[config.mk]
export PLATFORM = sky130hd
export DESIGN_NAME = adc_power_mode_control
export DESIGN_NICKNAME = d
export VERILOG_FILES = /design/src/verilog/adc_pm_pkg.sv /design/src/verilog/edge_sync.sv /design/src/verilog/wake_timer.sv /design/src/verilog/adc_power_mode_control.sv
export VERILOG_INCLUDE_DIRS = /design/src /design/src/verilog
export SDC_FILE = /design/constraint.sdc
export NUM_CORES = 1
export LEC_CHECK = 0
export ABC_AREA = 1
export BUFFER_PORTS_ARGS = -buffer_cell sky130_fd_sc_hd__buf_4
export CORE_UTILIZATION = 36
export DETAILED_ROUTE_END_ITERATION = 8
export GPL_ROUTABILITY_DRIVEN = 0
export PLACE_DENSITY = 0.61
export SYNTH_ARGS = -nofsm -noshare
export SYNTH_HDL_FRONTEND = slang
export SYNTH_SLANG_ARGS = --single-unit
[constraint.sdc]
create_clock -name clk_sys -period 2.3 [get_ports clk_sys]
set_clock_uncertainty 0.1 [all_clocks]
set_input_delay 0 -clock clk_sys [delete_from_list [all_inputs] [get_ports clk_sys]]
set_output_delay 0 -clock clk_sys [all_outputs]
set_load 0.01 [all_outputs]
[src/verilog/adc_pm_params.svh]
// Constants for the converter power-mode sequencer
`ifndef ADC_PM_PARAMS_SVH
`define ADC_PM_PARAMS_SVH

`define CLK_PERIOD_NS     10
`define WAKE_SHUTDOWN_NS  5000
`define WAKE_STANDBY_NS   1000
`define WAKE_SHUTDOWN_CYC ((`WAKE_SHUTDOWN_NS + `CLK_PERIOD_NS - 1) / `CLK_PERIOD_NS)
`define WAKE_STANDBY_CYC  ((`WAKE_STANDBY_NS + `CLK_PERIOD_NS - 1) / `CLK_PERIOD_NS)
`define WAKE_CNT_W        9
`define CTRL_W            8
`define CTRL_RESET        8'h00
`define CTRL_LAST_RISE    4'h7
`define FRAME_LAST_RISE   4'hf
`define SAMPLE_RISE       4'h1
`define LEAD_ZERO_RISES   4'h4
`define RESULT_W          12
`define PM_LOW_POS        0
`define PM_HIGH_POS       1
`define REF_DIS_POS       5

`endif

[src/verilog/adc_pm_pkg.sv]
// Types for the converter power-mode sequencer
package adc_pm_pkg;

  typedef enum logic [1:0] {
    PM_CS_CTRL       = 2'b00,
    PM_ALWAYS_ON     = 2'b01,
    PM_AUTO_SHUTDOWN = 2'b10,
    PM_AUTO_STANDBY  = 2'b11
  } power_mode_t;

  typedef enum logic [1:0] {
    PWR_OFF     = 2'b00,
    PWR_STANDBY = 2'b01,
    PWR_WAKING  = 2'b10,
    PWR_ON      = 2'b11
  } power_state_t;

endpackage

[src/verilog/edge_sync.sv]
// Two-flop synchroniser with edge detection for pin inputs
`timescale 1ns/1ps
module edge_sync #(
  parameter int               WIDTH     = 3,
  parameter logic [WIDTH-1:0] RESET_VAL = '0
) (
  input  wire logic             clk_sys,
  input  wire logic             srst,
  input  wire logic [WIDTH-1:0] async_in,
  output logic      [WIDTH-1:0] level,
  output logic      [WIDTH-1:0] rise,
  output logic      [WIDTH-1:0] fall
);

  logic [WIDTH-1:0] meta;
  logic [WIDTH-1:0] prev;

  // First stage feeds only the second stage
  always_ff @(posedge clk_sys) begin
    if (srst) begin
      meta  <= RESET_VAL;
      level <= RESET_VAL;
    end else begin
      meta  <= async_in;
      level <= meta;
    end
  end

  // Delayed copy for edge finding
  always_ff @(posedge clk_sys) begin
    if (srst) begin
      prev <= RESET_VAL;
    end else begin
      prev <= level;
    end
  end

  assign rise = level & ~prev;
  assign fall = ~level & prev;

endmodule

[src/verilog/wake_timer.sv]
// Power-up delay timer with long and short wake times
`timescale 1ns/1ps
`include "adc_pm_params.svh"
module wake_timer #(
  parameter logic [`WAKE_CNT_W-1:0] LONG_CYC  = `WAKE_CNT_W'(`WAKE_SHUTDOWN_CYC),
  parameter logic [`WAKE_CNT_W-1:0] SHORT_CYC = `WAKE_CNT_W'(`WAKE_STANDBY_CYC)
) (
  input  wire logic clk_sys,
  input  wire logic srst,
  input  wire logic start,
  input  wire logic use_long,
  input  wire logic cancel,
  output logic      busy,
  output logic      done
);

  logic [`WAKE_CNT_W-1:0] count;

  // Load on start, count down to one, then finish
  always_ff @(posedge clk_sys) begin
    if (srst || cancel) begin
      count <= '0;
    end else if (start) begin
      count <= use_long ? LONG_CYC : SHORT_CYC;
    end else if (count != '0) begin
      count <= count - `WAKE_CNT_W'(1);
    end
  end

  assign busy = (count != '0);
  assign done = (count == `WAKE_CNT_W'(1)) && !start && !cancel;

endmodule

[src/verilog/adc_power_mode_control.sv]
// Power-mode sequencer of a two-channel serial successive-approximation converter
`timescale 1ns/1ps
`include "adc_pm_params.svh"
module adc_power_mode_control (
  input  wire logic                     clk_sys,
  input  wire logic                     srst,
  input  wire logic                     cs_n,
  input  wire logic                     sclk,
  input  wire logic                     din,
  input  wire logic [`RESULT_W-1:0]     sar_result,
  output logic                          dout,
  output logic                          dout_en_n,
  output logic [`CTRL_W-1:0]            control_word,
  output adc_pm_pkg::power_mode_t       power_mode,
  output logic                          ref_disable,
  output adc_pm_pkg::power_state_t      power_state,
  output logic                          core_ready,
  output logic                          sample_strobe,
  output logic                          conv_active,
  output logic                          xfer_done
);
  import adc_pm_pkg::*;

  logic [2:0]             pin_level;
  logic [2:0]             pin_rise;
  logic [2:0]             pin_fall;
  logic                   cs_fall;
  logic                   cs_rise;
  logic                   sclk_rise;
  logic                   sclk_fall;
  logic                   din_s;
  logic                   in_xfer;
  logic [3:0]             rise_count;
  logic [`CTRL_W-2:0]     shift_in;
  logic                   fall_pending;
  logic                   wake_on_fall;
  logic                   last_rise;
  logic [15:0]            out_word;
  logic                   wake_start;
  logic                   wake_long;
  logic                   wake_cancel;
  logic                   wake_busy;
  logic                   wake_done;
  power_state_t           next_state;
  logic [`WAKE_CNT_W-1:0] wake_need;
  logic [`WAKE_CNT_W-1:0] wake_age;

  // True for both automatic power-down modes
  function automatic logic is_auto(input power_mode_t m);
    return (m == PM_AUTO_SHUTDOWN) || (m == PM_AUTO_STANDBY);
  endfunction

  // True while the analog core is powered down
  function automatic logic is_asleep(input power_state_t s);
    return (s == PWR_OFF) || (s == PWR_STANDBY);
  endfunction

  // Pin synchronisers: select idles high
  edge_sync #(
    .WIDTH     (3),
    .RESET_VAL (3'h4)
  ) u_pins (
    .clk_sys  (clk_sys),
    .srst     (srst),
    .async_in ({cs_n, sclk, din}),
    .level    (pin_level),
    .rise     (pin_rise),
    .fall     (pin_fall)
  );

  assign cs_fall   = pin_fall[2];
  assign cs_rise   = pin_rise[2];
  assign sclk_rise = pin_rise[1] && in_xfer;
  assign sclk_fall = pin_fall[1] && in_xfer;
  assign din_s     = pin_level[0];
  assign last_rise = sclk_rise && (rise_count == `FRAME_LAST_RISE);

  // Control fields decoded from the control register; ready flag decoded from the power state
  assign power_mode  = power_mode_t'({control_word[`PM_HIGH_POS],
                                      control_word[`PM_LOW_POS]});
  assign ref_disable = control_word[`REF_DIS_POS];
  assign core_ready  = (power_state == PWR_ON);

  // Transfer window follows the select line
  always_ff @(posedge clk_sys) begin
    if (srst) begin
      in_xfer <= 1'b0;
    end else if (cs_fall) begin
      in_xfer <= 1'b1;
    end else if (cs_rise) begin
      in_xfer <= 1'b0;
    end
  end

  // Rising clock counter; wraps so a held select starts a new frame
  always_ff @(posedge clk_sys) begin
    if (srst || cs_fall) begin
      rise_count <= 4'h0;
    end else if (sclk_rise) begin
      rise_count <= rise_count + 4'h1;
    end
  end

  // First eight rises shift the serial input into the control register
  always_ff @(posedge clk_sys) begin
    if (srst) begin
      shift_in     <= '0;
      control_word <= `CTRL_RESET;
    end else if (sclk_rise && rise_count <= `CTRL_LAST_RISE) begin
      shift_in <= {shift_in[`CTRL_W-3:0], din_s};
      if (rise_count == `CTRL_LAST_RISE) begin
        control_word <= {shift_in, din_s};
      end
    end
  end

  // Sample on the second rise, regardless of mode
  always_ff @(posedge clk_sys) begin
    if (srst) begin
      sample_strobe <= 1'b0;
      out_word      <= 16'h0000;
    end else begin
      sample_strobe <= sclk_rise && (rise_count == `SAMPLE_RISE);
      if (cs_fall) begin
        out_word <= 16'h0000;
      end else if (sclk_rise && rise_count == `SAMPLE_RISE) begin
        out_word <= {4'h0, sar_result};
      end
    end
  end

  // Conversion runs from the sample to the last rise
  always_ff @(posedge clk_sys) begin
    if (srst) begin
      conv_active <= 1'b0;
      xfer_done   <= 1'b0;
    end else begin
      xfer_done <= last_rise;
      if (cs_rise || last_rise) begin
        conv_active <= 1'b0;
      end else if (sclk_rise && rise_count == `SAMPLE_RISE) begin
        conv_active <= 1'b1;
      end
    end
  end

  // Serial output: new bit on each falling clock, MSB first
  always_ff @(posedge clk_sys) begin
    if (srst) begin
      dout      <= 1'b0;
      dout_en_n <= 1'b1;
    end else begin
      dout_en_n <= !(in_xfer || cs_fall) || cs_rise;
      if (cs_fall) begin
        dout <= 1'b0;
      end else if (sclk_fall) begin
        dout <= out_word[4'hf - rise_count];
      end
    end
  end

  // Marks the first falling clock after select falls
  always_ff @(posedge clk_sys) begin
    if (srst) begin
      fall_pending <= 1'b0;
    end else if (cs_fall) begin
      fall_pending <= 1'b1;
    end else if (sclk_fall || cs_rise) begin
      fall_pending <= 1'b0;
    end
  end

  assign wake_on_fall = sclk_fall && fall_pending;

  // Power-state decisions per mode
  always_comb begin
    next_state  = power_state;
    wake_start  = 1'b0;
    wake_long   = 1'b0;
    wake_cancel = 1'b0;
    unique case (power_mode)
      PM_CS_CTRL: begin
        if (cs_rise) begin
          next_state  = PWR_OFF;
          wake_cancel = 1'b1;
        end else if (cs_fall && is_asleep(power_state)) begin
          next_state = PWR_WAKING;
          wake_start = 1'b1;
          wake_long  = !ref_disable && (power_state == PWR_OFF);
        end
      end
      PM_ALWAYS_ON: begin
        if (is_asleep(power_state)) begin
          next_state = PWR_WAKING;
          wake_start = 1'b1;
          wake_long  = !ref_disable && (power_state == PWR_OFF);
        end
      end
      PM_AUTO_SHUTDOWN, PM_AUTO_STANDBY: begin
        if (last_rise) begin
          wake_cancel = 1'b1;
          next_state  = (power_mode == PM_AUTO_STANDBY) ? PWR_STANDBY : PWR_OFF;
        end else if (wake_on_fall && is_asleep(power_state)) begin
          next_state = PWR_WAKING;
          wake_start = 1'b1;
          wake_long  = !ref_disable && (power_state == PWR_OFF);
        end
      end
    endcase
    if (power_state == PWR_WAKING && wake_done && next_state == PWR_WAKING) begin
      next_state = PWR_ON;
    end
  end

  // Power state register
  always_ff @(posedge clk_sys) begin
    if (srst) begin
      power_state <= PWR_OFF;
    end else begin
      power_state <= next_state;
    end
  end

  // Wake-up delay; host spacing covers it in the slow-wake modes
  wake_timer u_wake (
    .clk_sys  (clk_sys),
    .srst     (srst),
    .start    (wake_start),
    .use_long (wake_long),
    .cancel   (wake_cancel),
    .busy     (wake_busy),
    .done     (wake_done)
  );

  // Helper for checks: requested and elapsed wake cycles
  always_ff @(posedge clk_sys) begin
    if (srst) begin
      wake_need <= '0;
      wake_age  <= '0;
    end else begin
      if (wake_start) begin
        wake_need <= wake_long ? `WAKE_CNT_W'(`WAKE_SHUTDOWN_CYC)
                               : `WAKE_CNT_W'(`WAKE_STANDBY_CYC);
      end
      wake_age <= (power_state == PWR_WAKING) ? wake_age + `WAKE_CNT_W'(1) : '0;
    end
  end
endmodule

==> impl_metrics.toml <==
[floorplan]
rows = 30
ioPinCount = 36
fp.coreArea_um2 = 6832
die_area_um2 = 7487
chipHeight_um = 86.53
initial_core_util = 0.3766
die_w_um = 86.53

[worst_hold_path]
hold_start = "u_pins.meta[1]"
hold_path_class = "flip-flop to flip-flop"

[detailed_routing]
postRouteAntennaNets = 0
firstDrtPassIters = 4
drtIter0Drc = 89
drt-met1-wl_um = 2719
wl_um = 5415
vias_per_cell = 4.597
drc = 0
dr_wl_met2_um = 2388
vias = 2349
top_layer = "met4"
wl_met3_um = 193
wl_per_cell_um = 10.60

[global_routing]
grt_max_degree = 19
grtUsageTotal = 0.1629
first_global_vias = 2083
grt_overflow = 0
antenna_found_initial = 0
grt_pass1_wl_um = 9328

[yosys]
synth_cells = 353
synth_edf_count = 0
synth_top_cell_by_area = "dfxtp_1"
async_flop_share = 0
synthTopCellsByArea = "dfxtp_1 44%, nor2_1 12%, nand2_1 7.7%, o21ai_0 7.0%, inv_1 5.5%"
netlist.area_leader.share = 0.4436
synth-seq-cells = 57
synth.most_common_cell = "nor2_1"
synth_common_cells = "81 x nor2_1, 57 x dfxtp_1, 53 x nand2_1"
synth.yosys.seq_area_share = 0.4436
syn_area_um2 = 2572
ys.flop_type = "dfxtp_1"
post_synth_num_cell_types = 28
syn_nets = 377
ys_warn_count = 0
syn_avg_cell_area_um2 = 7.287

[clock_network]
cts_resized = 0
clk-insertion-delay-late_ns = 0.33
tritoncts = "done"
cts_buffers = 9
clock-sinks = 57
htreeDepth = 3
root_buffer = "clkbuf_8"
path_clk_slew_ns = 0.06
clock_path_buffers = 2

[setup_path]
critPathSlowestCell = "dfxtp_1"
crit_fanout = 8
critical_path_class = "flip-flop to flip-flop"
rr_startpoint = "rise_count[1]"
reg2reg_slack_ns = 0.46
slowest_delay_ns = 0.47
arrival_ns = 1.96
required_ns = 2.42
reg2reg_depth = 8
crit_start = "rise_count[1]"
cp-start-kind = "flip-flop"
reg2reg_to = "u_wake.count[5]"
end_kind = "flip-flop"
cp-endpoint = "u_wake.count[5]"
path_cells = "ha_1 -> nand2_1 -> nor2_1 -> nand2_1 -> o21ai_1 -> nor2_1 -> inv_2 -> a21oi_1"

[timing]
setup_viol = 0
slew_viol_final = 0
worstMarginPinSlew_ns = 0.4523
rsz0062_at_grt = "false"
timing.final.crit_share = 0.8008
clock.fmax_ghz = 0.5429
post-route-min-period_ns = 1.842
hold_violations = 0
setup_tns_ns = 0
slew_headroom = 0.6981

[power]
p_total_mw = 2.845
p_leak_nw = 1.477
power.density_nw_per_um2 = 861.3
vdd_drop_max_mv = 0.4122

[place]
dpl.hpwl_um = 3765
io_buffers = 35

[cells_and_area]
drive_gt1_frac = 0.1470
layout-area-overhead-vs-synth_pct = 28.40
num_antenna_cells = 0
fin_nets = 435

[outcome]
status = "completed"

[run]
maxCapViolCount = 0
## what timing repair did
| item | 4_1_cts | 5_1_grt |
|---|---|---|
| setup buffers | 0 | 0 |
| hold endpoints to repair | 25 | 0 |
| hold buffers | 19 | 0 |
## power breakdown
part	total, mW	switching (mW)	internal, mW
Clock	1.01	0.380	0.633
Combinational	0.688	0.402	0.285
Sequential	1.15	0.0740	1.07
## critical path: cells and delay by family (launching register included)
family | cells | cell delay [ns]
AO/OA/AOI/OAI | 2 | 0.24
adder cells (fa/ha/maj) | 1 | 0.31
buffers and inverters | 1 | 0.10
flip-flops | 1 | 0.47
AND/OR/NAND/NOR | 4 | 0.51
## worst min-delay path by stage
stage | endpoint | slack [ns] | cells after the start
final | u_pins.level[1] | 0.30 | 2
after global routing | u_pins.level[1] | 0.32 | 2
after CTS | u_pins.level[1] | 0.30 | 2
after detailed placement | u_pins.meta[2] | 0.09 | 2
after global placement | u_pins.meta[2] | 0.09 | 2
after floorplan | u_pins.meta[2] | 0.004 | 1
## layer usage
metal,vias to the layer above,global-route usage
met3,9,0.03524
met4,0,0.08939
met5,-,0
met1,1056,0.2125
li1,1242,-
met2,42,0.2511
## placed cells by master (no fill, tap or decap), types with 2 or more instances in the layout
cell type / count
nand4_1: 7
nor2_4: 2
o21ai_1: 3
a21oi_1: 23
nor2_1: 81
inv_1: 38
nand3b_1: 2
dlygate4sd3_1: 19
nand3_4: 2
nand3_1: 16
nor3_1: 4
or2_2: 2
xor2_1: 2
dfxtp_1: 57
bufinv_16: 2
buf_4: 37
nand2_1: 53
clkbuf_1: 2
o21ai_0: 36
ha_1: 7
clkbuf_8: 10
## state kept, by name (all words and copies together), names as in the netlist
signal	cells
control_word	8
conv_active	1
dout	1
dout_en_n	1
fall_pending	1
in_xfer	1
out_word	12
power_state	2
rise_count	4
sample_strobe	1
shift_in	7
u_pins.level	3
u_pins.meta	3
u_pins.prev	2
u_wake.count	9
xfer_done	1
## cell type report
| class | count | area, µm² |
|---|---|---|
| timing repair buffer | 56 | 467.9 |
| fill | 733 | 3528 |
| clock buffer | 12 | 145.1 |
| clock inverter | 3 | 65.06 |
| sequential | 57 | 1141 |
| multi-input combinational | 246 | 1202 |
| inverter | 41 | 161.4 |
| tap | 96 | 120.1 |
## cells by family after synthesis
logic type	count (synthesis)	share of synthesized area
DFF	57	0.4436
xor gates and xnor gates	2	0.006811
adders and majority gates	7	0.03405
and+or+nand+nor	172	0.2977
buffers and inverters	50	0.08901
AOI/OAI and AO/OA	65	0.1289
## metrics by stage
stage / worst slack, ns / instance area, µm² / util / hold slack, ns / std cells
2_1_floorplan: 0.6793 / 2572 / - / 0.003811 / 353
3_3_place_gp: 0.5268 / 2903 / 0.4249 / 0.08798 / 477
3_5_place_dp: 0.4642 / 2903 / 0.4249 / 0.09151 / 477
4_1_cts: 0.4550 / 3303 / 0.4835 / 0.3042 / 511
5_1_grt: 0.2223 / 3303 / 0.4835 / 0.3178 / 511
6_report: 0.4582 / 3303 / 0.4835 / 0.3036 / 511
No activity file was read; power rests on OpenSTA's default activity.
